--- src/rtl/ppme_defines.svh ---
// Constants of the parallel master port engine: register offsets,
// field positions and reset values.
// Assumes a byte-wide register port with a four-bit word address.
`ifndef PPME_DEFINES_SVH
`define PPME_DEFINES_SVH

// -----------------------------------------------------------------
// Register offsets
// -----------------------------------------------------------------
`define PPME_OFS_CONTROL_HIGH 4'h0
`define PPME_OFS_CONTROL_LOW 4'h1
`define PPME_OFS_MODE_HIGH 4'h2
`define PPME_OFS_WAIT_CFG 4'h3
`define PPME_OFS_ADDR_LOW 4'h4
`define PPME_OFS_ADDR_HIGH 4'h5
`define PPME_OFS_DIN_LOW 4'h6
`define PPME_OFS_DIN_HIGH 4'h7

// -----------------------------------------------------------------
// Field positions
// -----------------------------------------------------------------
`define PPME_CH_ENABLE 7
`define PPME_CH_MUX_HI 4
`define PPME_CH_MUX_LO 3
`define PPME_CL_CSF_HI 7
`define PPME_CL_CSF_LO 6
`define PPME_CL_ALP 5
`define PPME_CL_CS2P 4
`define PPME_CL_CS1P 3
`define PPME_CL_BEP 2
`define PPME_CL_WRP 1
`define PPME_CL_RDP 0
`define PPME_MH_BUSY 7
`define PPME_MH_IRQ_EN 5
`define PPME_MH_INC_HI 4
`define PPME_MH_INC_LO 3
`define PPME_MH_WIDE 2
`define PPME_MH_MODE_HI 1
`define PPME_MH_MODE_LO 0
`define PPME_WC_WB_HI 7
`define PPME_WC_WB_LO 6
`define PPME_WC_WM_HI 5
`define PPME_WC_WM_LO 2
`define PPME_WC_WE_HI 1
`define PPME_WC_WE_LO 0

// -----------------------------------------------------------------
// Reset values
// -----------------------------------------------------------------
`define PPME_RST_REG8 8'h00
`define PPME_RST_ADDR 16'h0000

`endif

--- src/rtl/ppme_pkg.sv ---
// Types of the parallel master port engine.
// Assumes the defines header supplies every number.
package ppme_pkg;

   // Bus sequence phases
   typedef enum logic [2:0] {
      PH_IDLE,
      PH_LATCH_LO,
      PH_LATCH_HI,
      PH_SETUP,
      PH_STROBE,
      PH_HOLD
   } ppme_phase_t;

   // Engine state
   typedef struct packed {
      logic [7:0] ctrl_hi;
      logic [7:0] ctrl_lo;
      logic [7:0] mode_hi;
      logic [7:0] wait_cfg;
      logic [15:0] addr;
      logic [7:0] din_lo;
      logic [7:0] din_hi;
      logic [7:0] rdata;
      ppme_phase_t phase;
      logic second;
      logic is_wr;
      logic [7:0] data_out;
      logic data_oe;
      logic [15:0] addr_pins;
      logic rd_pin;
      logic wr_pin;
      logic be_pin;
      logic irq;
   } ppme_state_t;

   // Phase timer state
   typedef struct packed {
      logic [3:0] cnt;
   } ppme_timer_t;

endpackage

--- src/rtl/ppme_phase_timer.sv ---
// Down-counter that times each phase of a bus sequence.
// Assumes the engine loads it on every phase entry.
`timescale 1ns/1ps
module ppme_phase_timer (
   input wire logic clk,
   input wire logic reset,
   input wire logic load,
   input wire logic [3:0] load_val,
   output logic [3:0] count
);
   import ppme_pkg::*;

   ppme_timer_t t_q;
   ppme_timer_t t_d;

   // Load on phase entry, else count toward zero
   always_comb begin
      t_d = t_q;
      if (reset) begin
         t_d.cnt = 4'h0;
      end else if (load) begin
         t_d.cnt = load_val;
      end else if (t_q.cnt != 4'h0) begin
         t_d.cnt = t_q.cnt - 4'h1;
      end
   end

   // State register
   always_ff @(posedge clk) begin
      t_q <= t_d;
   end

   assign count = t_q.cnt;

endmodule

--- src/rtl/ppme_engine.sv ---
// Parallel master port engine: registers, bus sequencer and pins.
// Assumes a synchronous register port with read data one cycle later.
//
// The strobed register port and the register offsets were decided locally.
`timescale 1ns/1ps
`include "ppme_defines.svh"
module ppme_engine (
   input wire logic clk,
   input wire logic reset,
   input wire logic [3:0] reg_addr,
   input wire logic [7:0] reg_wdata,
   input wire logic reg_wr,
   input wire logic reg_rd,
   output logic [7:0] reg_rdata,
   input wire logic [7:0] port_data_in,
   output logic [7:0] port_data_out,
   output logic port_data_oe,
   output logic [15:0] address_pins,
   output logic read_strobe,
   output logic write_strobe,
   output logic byte_enable_strobe,
   output logic busy,
   output logic irq_pulse
);
   import ppme_pkg::*;

   // -----------------------------------------------------------------
   // Helper functions
   // -----------------------------------------------------------------

   // Pin level from activity and polarity (1 = active high)
   function automatic logic pol_out(input logic act, input logic pol);
      return act ? pol : ~pol;
   endfunction

   // Address bits that take part in stepping
   function automatic logic [15:0] cs_mask(input logic [1:0] csf);
      logic [15:0] m;
      m = 16'hFFFF;
      if (csf != 2'b00) begin
         m[15] = 1'b0;
      end
      if (csf[1]) begin
         m[14] = 1'b0;
      end
      return m;
   endfunction

   // First phase from p on that is used: latch phases per mux, setup only with nonzero wb and wm
   function automatic ppme_phase_t live_from(input ppme_phase_t p,
         input logic [1:0] mux, input logic [1:0] wb,
         input logic [3:0] wm);
      ppme_phase_t r;
      r = p;
      if (r == PH_LATCH_LO && mux == 2'b00) begin
         r = PH_LATCH_HI;
      end
      if (r == PH_LATCH_HI && mux != 2'b10) begin
         r = PH_SETUP;
      end
      if (r == PH_SETUP && (wm == 4'h0 || wb == 2'b00)) begin
         r = PH_STROBE;
      end
      return r;
   endfunction

   // Timer load value: cycles of the phase minus one
   function automatic logic [3:0] phase_len(input ppme_phase_t p,
         input logic [1:0] wb, input logic [3:0] wm,
         input logic [1:0] we);
      logic [3:0] n;
      n = 4'h0;
      if (p == PH_SETUP) begin
         n = {2'b00, wb} - 4'h1;
      end else if (p == PH_STROBE) begin
         n = wm;
      end else if (p == PH_HOLD) begin
         n = {2'b00, we} - 4'h1;
      end
      return n;
   endfunction

   // -----------------------------------------------------------------
   // State and decoded configuration
   // -----------------------------------------------------------------
   ppme_state_t st_q;
   ppme_state_t st_d;
   logic [3:0] tcount;
   logic [3:0] tload;
   logic tload_en;
   logic master_on;
   logic [1:0] mux;
   logic [1:0] csf;
   logic [1:0] wb;
   logic [3:0] wm;
   logic [1:0] we;
   logic [1:0] increment_mode_field;
   logic wide;
   logic hold_on;
   logic step;
   logic byte_last;
   logic last;
   logic busy_w;
   logic sw_go;
   logic byte_end;
   logic op;
   logic [15:0] ap;
   logic [15:0] step_addr;
   logic [15:0] keep_mask;

   // Configuration fields
   assign master_on = st_q.ctrl_hi[`PPME_CH_ENABLE]
                      & st_q.mode_hi[`PPME_MH_MODE_HI];
   assign mux = st_q.ctrl_hi[`PPME_CH_MUX_HI:`PPME_CH_MUX_LO];
   assign csf = st_q.ctrl_lo[`PPME_CL_CSF_HI:`PPME_CL_CSF_LO];
   assign wb = st_q.wait_cfg[`PPME_WC_WB_HI:`PPME_WC_WB_LO];
   assign wm = st_q.wait_cfg[`PPME_WC_WM_HI:`PPME_WC_WM_LO];
   assign we = st_q.wait_cfg[`PPME_WC_WE_HI:`PPME_WC_WE_LO];
   assign increment_mode_field = st_q.mode_hi[`PPME_MH_INC_HI:`PPME_MH_INC_LO];
   assign wide = st_q.mode_hi[`PPME_MH_WIDE];
   assign keep_mask = cs_mask(csf);

   // Hold phase only with nonzero middle wait
   assign hold_on = (wm != 4'h0) && (we != 2'b00);

   // Phase end and last cycle of the whole operation
   assign step = (st_q.phase != PH_IDLE) && (tcount == 4'h0);
   assign byte_last = (st_q.phase == PH_STROBE && !hold_on)
                      || st_q.phase == PH_HOLD;
   assign last = step && byte_last && !(wide && !st_q.second);
   assign busy_w = (st_q.phase != PH_IDLE) && !last;
   assign sw_go = master_on && !busy_w && (reg_rd || reg_wr)
                  && reg_addr == `PPME_OFS_DIN_LOW;

   // Address after stepping, chip select bits untouched
   always_comb begin
      ap = st_q.addr;
      if (increment_mode_field == 2'b01) begin
         ap = st_q.addr + 16'h0001;
      end else if (increment_mode_field == 2'b10) begin
         ap = st_q.addr - 16'h0001;
      end
      step_addr = (st_q.addr & ~cs_mask(csf))
                  | (ap & cs_mask(csf));
   end

   // -----------------------------------------------------------------
   // Register port, sequencer and pin levels
   // -----------------------------------------------------------------
   always_comb begin
      st_d = st_q;
      st_d.irq = 1'b0;
      st_d.rdata = 8'h00;
      byte_end = 1'b0;
      op = 1'b0;
      // Register writes; busy blocks the data register
      if (reg_wr) begin
         unique case (reg_addr)
            `PPME_OFS_CONTROL_HIGH: st_d.ctrl_hi = reg_wdata & 8'h98;
            `PPME_OFS_CONTROL_LOW: st_d.ctrl_lo = reg_wdata;
            `PPME_OFS_MODE_HIGH: st_d.mode_hi = reg_wdata & 8'h3F;
            `PPME_OFS_WAIT_CFG: st_d.wait_cfg = reg_wdata;
            `PPME_OFS_ADDR_LOW: st_d.addr[7:0] = reg_wdata;
            `PPME_OFS_ADDR_HIGH: st_d.addr[15:8] = reg_wdata;
            `PPME_OFS_DIN_LOW: begin
               if (!(master_on && busy_w)) begin
                  st_d.din_lo = reg_wdata;
               end
            end
            `PPME_OFS_DIN_HIGH: st_d.din_hi = reg_wdata;
            default: ;
         endcase
      end
      // Register reads; data low gives the previous bus byte
      if (reg_rd) begin
         unique case (reg_addr)
            `PPME_OFS_CONTROL_HIGH: st_d.rdata = st_q.ctrl_hi;
            `PPME_OFS_CONTROL_LOW: st_d.rdata = st_q.ctrl_lo;
            `PPME_OFS_MODE_HIGH:
               st_d.rdata = {busy_w, st_q.mode_hi[6:0]};
            `PPME_OFS_WAIT_CFG: st_d.rdata = st_q.wait_cfg;
            `PPME_OFS_ADDR_LOW: st_d.rdata = st_q.addr[7:0];
            `PPME_OFS_ADDR_HIGH: st_d.rdata = st_q.addr[15:8];
            `PPME_OFS_DIN_LOW: st_d.rdata = st_q.din_lo;
            `PPME_OFS_DIN_HIGH: st_d.rdata = st_q.din_hi;
            default: st_d.rdata = 8'h00;
         endcase
      end
      // Phase sequencing
      if (step) begin
         unique case (st_q.phase)
            PH_IDLE: ;
            PH_LATCH_LO: st_d.phase = live_from(PH_LATCH_HI, mux, wb, wm);
            PH_LATCH_HI: st_d.phase = live_from(PH_SETUP, mux, wb, wm);
            PH_SETUP: st_d.phase = PH_STROBE;
            PH_STROBE: begin
               // Capture bus byte at strobe end
               if (!st_q.is_wr && st_q.second) begin
                  st_d.din_hi = port_data_in;
               end else if (!st_q.is_wr) begin
                  st_d.din_lo = port_data_in;
               end
               if (hold_on) begin
                  st_d.phase = PH_HOLD;
               end else begin
                  byte_end = 1'b1;
               end
            end
            PH_HOLD: byte_end = 1'b1;
         endcase
      end
      // Byte done: second byte or completion
      if (byte_end) begin
         if (wide && !st_q.second) begin
            st_d.second = 1'b1;
            st_d.phase = live_from(PH_SETUP, mux, wb, wm);
         end else begin
            st_d.phase = PH_IDLE;
            st_d.addr = step_addr;
            st_d.irq = st_q.mode_hi[`PPME_MH_IRQ_EN];
         end
      end
      // New operation from software
      if (sw_go) begin
         st_d.phase = live_from(PH_LATCH_LO, mux, wb, wm);
         st_d.second = 1'b0;
         st_d.is_wr = reg_wr;
      end
      // Pin levels for the coming cycle
      op = st_d.phase != PH_IDLE;
      st_d.addr_pins = st_d.addr;
      if (csf != 2'b00) begin
         st_d.addr_pins[15] = pol_out(op && st_d.addr[15],
                                      st_d.ctrl_lo[`PPME_CL_CS2P]);
      end
      if (csf[1]) begin
         st_d.addr_pins[14] = pol_out(op && st_d.addr[14],
                                      st_d.ctrl_lo[`PPME_CL_CS1P]);
      end
      if (mux != 2'b00) begin
         st_d.addr_pins[0] = pol_out(st_d.phase == PH_LATCH_LO,
                                     st_d.ctrl_lo[`PPME_CL_ALP]);
      end
      if (mux == 2'b10) begin
         st_d.addr_pins[1] = pol_out(st_d.phase == PH_LATCH_HI,
                                     st_d.ctrl_lo[`PPME_CL_ALP]);
      end
      // Data pins: address in latch cycles, write bytes after
      st_d.data_out = 8'h00;
      st_d.data_oe = 1'b0;
      if (st_d.phase == PH_LATCH_LO) begin
         st_d.data_out = st_d.addr[7:0];
         st_d.data_oe = 1'b1;
      end else if (st_d.phase == PH_LATCH_HI) begin
         st_d.data_out = st_d.addr[15:8] & keep_mask[15:8];
         st_d.data_oe = 1'b1;
      end else if (op && st_d.is_wr) begin
         st_d.data_out = st_d.second ? st_d.din_hi : st_d.din_lo;
         st_d.data_oe = 1'b1;
      end
      // Strobes: separate pins or direction with enable
      if (master_on && !st_q.mode_hi[`PPME_MH_MODE_LO]) begin
         st_d.rd_pin = pol_out(st_d.phase == PH_STROBE && !st_d.is_wr,
                               st_d.ctrl_lo[`PPME_CL_RDP]);
         st_d.wr_pin = pol_out(st_d.phase == PH_STROBE && st_d.is_wr,
                               st_d.ctrl_lo[`PPME_CL_WRP]);
      end else if (master_on) begin
         st_d.rd_pin = pol_out(op && !st_d.is_wr,
                               st_d.ctrl_lo[`PPME_CL_RDP]);
         st_d.wr_pin = pol_out(st_d.phase == PH_STROBE,
                               st_d.ctrl_lo[`PPME_CL_WRP]);
      end else begin
         st_d.rd_pin = pol_out(1'b0, st_d.ctrl_lo[`PPME_CL_RDP]);
         st_d.wr_pin = pol_out(1'b0, st_d.ctrl_lo[`PPME_CL_WRP]);
      end
      st_d.be_pin = pol_out(op && st_d.second,
                            st_d.ctrl_lo[`PPME_CL_BEP]);
      // Synchronous reset: inactive-low pins idle high
      if (reset) begin
         st_d = '0;
         st_d.ctrl_hi = `PPME_RST_REG8;
         st_d.addr = `PPME_RST_ADDR;
         st_d.rd_pin = 1'b1;
         st_d.wr_pin = 1'b1;
         st_d.be_pin = 1'b1;
      end
   end

   // Phase timer load on every phase entry
   assign tload_en = step || sw_go;
   assign tload = phase_len(st_d.phase, wb, wm, we);

   ppme_phase_timer u_timer (
      .clk(clk),
      .reset(reset),
      .load(tload_en),
      .load_val(tload),
      .count(tcount)
   );

   // State register
   always_ff @(posedge clk) begin
      st_q <= st_d;
   end

   // Outputs
   assign reg_rdata = st_q.rdata;
   assign port_data_out = st_q.data_out;
   assign port_data_oe = st_q.data_oe;
   assign address_pins = st_q.addr_pins;
   assign read_strobe = st_q.rd_pin;
   assign write_strobe = st_q.wr_pin;
   assign byte_enable_strobe = st_q.be_pin;
   assign busy = busy_w;
   assign irq_pulse = st_q.irq;
endmodule

--- config.mk ---
export PLATFORM = sky130hd
export DESIGN_NAME = ppme_engine
export DESIGN_NICKNAME = d
export VERILOG_FILES = /design/src/rtl/ppme_pkg.sv /design/src/rtl/ppme_phase_timer.sv /design/src/rtl/ppme_engine.sv
export VERILOG_INCLUDE_DIRS = /design/src /design/src/rtl
export SDC_FILE = /design/constraint.sdc
export NUM_CORES = 1
export LEC_CHECK = 0
export ABC_CLOCK_PERIOD_IN_PS = 4500
export BUFFER_PORTS_ARGS = -buffer_cell sky130_fd_sc_hd__buf_2
export CORE_MARGIN = 2
export CORE_UTILIZATION = 60
export CTS_CLUSTER_DIAMETER = 50
export CTS_CLUSTER_SIZE = 12
export DETAILED_ROUTE_END_ITERATION = 8
export HOLD_SLACK_MARGIN = 0.1
export MAX_ROUTING_LAYER = met4
export PLACE_DENSITY = 0.81
export RECOVER_POWER = 25
export SETUP_SLACK_MARGIN = 0.4
export SYNTH_ARGS = -nofsm -noshare
export SYNTH_HDL_FRONTEND = slang
export SYNTH_SLANG_ARGS = --single-unit
--- constraint.sdc ---
create_clock -name clk -period 4.5 [get_ports clk]
set_input_delay 0.9 -clock clk [delete_from_list [all_inputs] [get_ports clk]]
set_output_delay 0.9 -clock clk [all_outputs]
set_load 0.02 [all_outputs]
==> flow_metrics.env <==
export IMPL_num_antenna_cells=0
export IMPL_place_port_buffers=61
export IMPL_detail_route_wl_per_cell_um=22.55
export IMPL_most_common_library_cell_in_the_layout_ignoring_fill_and_taps="sky130_fd_sc_hd__dfxtp_1"
export IMPL_tightest_slew_ns=1.014
export IMPL_power_switching_fraction_pct=42.69
export IMPL_grt_pass1_vias=5084
export IMPL_timing_setup_tns_ns=0
export IMPL_area_delta_synth_final_pct=4.084
export IMPL_ff2ff_setup_slack_ns=0.96
export IMPL_routability_congestion=1.036
export IMPL_layout_cells_most_common_list="sky130_fd_sc_hd__dfxtp_1 (91), sky130_fd_sc_hd__nor2_1 (89), sky130_fd_sc_hd__nand2_1 (46)"
export IMPL_via_count=5622
export IMPL_power_density_cell_area_nw_per_um2=429.1
export IMPL_max_slew_margin_rel_pct=32.41
export IMPL_setup_worst_path_end="address_pins[0]$_SDFF_PP0_"
export IMPL_design_portCount=62
export IMPL_synth_edff_count=0
export IMPL_synth_seq_area_share_pct=31.80
export IMPL_drcViolationCount=0
export IMPL_post_route_fraction_of_the_period_consumed_by_the_critical_path_pct=86.13
export IMPL_syn_inst=705
export IMPL_yosys_register_bits=91
export IMPL_ff2ff_path_depth=9
export IMPL_globalRouteTotalUtil_pct=38.04
export IMPL_hold_start="csf[0]$_SDFFE_PP0P_"
export IMPL_detail_route_vias_per_cell=6.709
export IMPL_grt_overflow_total=0
export IMPL_first_pass_grt_wire_length_mm=28.74
export IMPL_post_synthesis_cell_type_count=85
export IMPL_worstSetupStartpoint="reg_addr[2]"
export IMPL_clkLatencyLatePin_ns=0.37
export IMPL_cts_reportedPaths_clkPinSlew_ns=0.09
export IMPL_status="complete, no violations"
export IMPL_detail_route_first_pass_iterations=5
export IMPL_maxCapViolations=0
export IMPL_chipWidth_um=101.7
export IMPL_pwr_share_seq_pct=38.3
export IMPL_finalWirelength_mm=18.90
export IMPL_detailed_place_hpwl_mm=14.12
export IMPL_pin_count_of_the_biggest_net_entering_global_routing=45
export IMPL_initial_antenna_violation_count=0
export IMPL_drt_initial_drc_count=513
export IMPL_final_setup_viol_count=0
export IMPL_critical_path_peak_fanout=19
export IMPL_cts_root_to_sink_buffers=2
export IMPL_finClkSkew_ns=0.01781
export IMPL_clock_tree_root_cell="sky130_fd_sc_hd__clkbuf_8"
export IMPL_detail_route_antenna_nets=0
export IMPL_row_count=35
export IMPL_timing_hold_worst_class="reg -> reg"
export IMPL_cts_buffers=9
export IMPL_max_transition_viols_final=0
export IMPL_post_cts_resized=0
export IMPL_cts_repair_timing_setup_buffer_count=0
export IMPL_worst_setup_path_type="in -> reg"
export IMPL_r2r_start="u_timer.count[0]$_SDFFE_PP0P_"
export IMPL_fp_coreArea_um2=9240
export IMPL_finalHoldViolCount=0
export IMPL_ys_warnings_count=0
export IMPL_maxClockFrequency_mhz=258.0
export IMPL_clock_sinks=91
export IMPL_die_area_um2=10350
export IMPL_cts_tree="built"
export IMPL_worstPathRequired_ns=4.76
export IMPL_clock_power_share_pct=21.7
export IMPL_synthesis_area_per_instance_um2=8.127
export IMPL_worst_endpoint_arrival_ns=4.13
export IMPL_post_synth_design_cell_area_um2=5729
export IMPL_postCtsHoldBufs=0
export IMPL_synthesis_nets=735
export IMPL_floorplan_initialDensity_pct=62.00
export IMPL_ys_dominant_reg_cell="sky130_fd_sc_hd__dfxtp_1"
export IMPL_num_fill_cells=852
export IMPL_p_leak_nw=2.234
export IMPL_grt_setup_unrepaired="no"
export IMPL_regToRegEndpoint="port_data_out[7]$_SDFF_PP0_"
export IMPL_power_ir_vdd_worst_v=0.0004913
export IMPL_layout_drive_gt1_share_pct=12.13
export IMPL_die_h_um=101.7
export IMPL_comb_power_share_pct=40.0
export IMPL_critical_path_endpoint_type="register"
export IMPL_post_route_min_period_ns=3.876
export IMPL_power_switching_mw=1.092
export IMPL_nets_final=734
export IMPL_cts_htree_levels=3
export IMPL_design_power_total_mw=2.559
export IMPL_start_kind="input pin"
export IMPL_synth_async_reset_ratio_pct=0
export IMPL_p_int_mw=1.466
cell usage after synthesis, drive strengths merged (3+ instances only):
| cell type | number | area, um2 |
|---|---|---|
| a22oi | 11 | 82.58 |
| a21oi | 27 | 138.9 |
| a221oi | 11 | 102.6 |
| o21ai | 36 | 187.7 |
| a21o | 4 | 30.03 |
| dfxtp | 91 | 1822 |
| mux2i | 41 | 410.4 |
| a32oi | 6 | 52.55 |
| o41ai | 3 | 26.28 |
| o211ai | 12 | 90.09 |
| a31oi | 17 | 112.6 |
| a21boi | 3 | 22.52 |
| clkbuf | 36 | 135.1 |
| and2 | 10 | 62.56 |
| nand3 | 21 | 105.1 |
| ha | 6 | 75.07 |
| nor3b | 8 | 60.06 |
| a211oi | 24 | 185.2 |
| a221o | 3 | 30.03 |
| buf | 43 | 297.8 |
| o221ai | 3 | 26.28 |
| xnor2 | 4 | 35.03 |
| o21a | 3 | 22.52 |
| or3 | 6 | 37.54 |
| o2111ai | 3 | 32.53 |
| inv | 16 | 60.06 |
| nor4 | 5 | 37.53 |
| o22ai | 3 | 25.02 |
| or2 | 6 | 37.54 |
| and3 | 19 | 118.9 |
| mux2 | 7 | 78.83 |
| nor3 | 19 | 100.1 |
| and4b | 3 | 30.03 |
| nand2b | 9 | 56.30 |
| nor2b | 7 | 43.79 |
| nor2 | 89 | 334.1 |
| a32o | 4 | 40.04 |
| nand2 | 46 | 172.7 |
critical path, cell delays in order:
cell,delay [ns]
sky130_fd_sc_hd__clkbuf_1,0.59
sky130_fd_sc_hd__and4bb_2,0.46
sky130_fd_sc_hd__nor3b_1,0.60
sky130_fd_sc_hd__o21ai_2,0.29
sky130_fd_sc_hd__a31oi_2,0.30
sky130_fd_sc_hd__o2111ai_2,0.46
sky130_fd_sc_hd__xnor2_1,0.28
sky130_fd_sc_hd__a31o_1,0.24
sequential cells by signal, summed over array words and instances, names as in the netlist:
| name | cells |
|---|---|
| port_data_oe | 1 |
| st_q | 56 |
| csf | 2 |
| read_strobe | 1 |
| byte_enable_strobe | 1 |
| mux | 2 |
| u_timer.count | 4 |
| address_pins | 4 |
| write_strobe | 1 |
| irq_pulse | 1 |
| reg_rdata | 8 |
| port_data_out | 8 |
| increment_mode_field | 2 |
per-layer routing:
layer	global-route usage [%]	share of wire [%]
met1	47.89	40
met2	58.40	46
met3	6.418	8.1
met4	19.75	5.7
met5	-	0
worst min path at each step:
stage	to	slack [ns]	depth (start not counted)
5_1_grt	csf[0]$_SDFFE_PP0P_	0.51	2
3_5_place_dp	csf[0]$_SDFFE_PP0P_	0.47	2
2_1_floorplan	csf[0]$_SDFFE_PP0P_	0.44	2
6_report	csf[0]$_SDFFE_PP0P_	0.50	2
4_1_cts	csf[0]$_SDFFE_PP0P_	0.49	2
3_3_place_gp	csf[0]$_SDFFE_PP0P_	0.47	2
power by group through the flow:
stage                     registers, mW  clock network [mW]  logic [mW]
final                             0.981               0.556        1.02
after global routing              0.989               0.586        1.11
after global placement            0.991                   0       0.986
after floorplan                   0.949                   0       0.810
after detailed placement          0.994                   0       0.997
after CTS                         0.976               0.560        1.00
logic make-up after synthesis:
kind of cell,count (synthesis),share of synthesized area [%]
XOR/XNOR,5,0.7643
AND/OR/NAND/NOR,264,23.72
adder cells (fa/ha/maj),6,1.310
buffers and inverters,95,8.604
multiplexers,49,8.932
AO/OA/AOI/OAI,195,24.87
flip-flops,91,31.80
area by class of cell:
| class | instances | area [um2] | share of cell area [%] |
|---|---|---|---|
| inverter | 16 | 60.06 | 1.007 |
| tap | 129 | 161.4 | 2.707 |
| timing repair buffer | 67 | 311.5 | 5.225 |
| clock inverter | 5 | 42.54 | 0.7134 |
| multi-input combinational | 519 | 3415 | 57.26 |
| sequential | 91 | 1822 | 30.55 |
| clock buffer | 11 | 151.4 | 2.539 |
per-stage QoR:
step	util [%]	hold WS (ns)	area (um2)	cells	setup WS, ns
finish	64.54	0.4957	5963	838	0.6241
global route	64.54	0.5101	5963	838	0.3995
CTS	64.96	0.4900	6002	838	1.068
detailed placement	62.86	0.4745	5808	822	0.6959
global placement	62.86	0.4746	5808	822	0.8201
floorplan	-	0.4434	5729	705	1.391
Note: power is estimated with default switching activity, not from simulation.
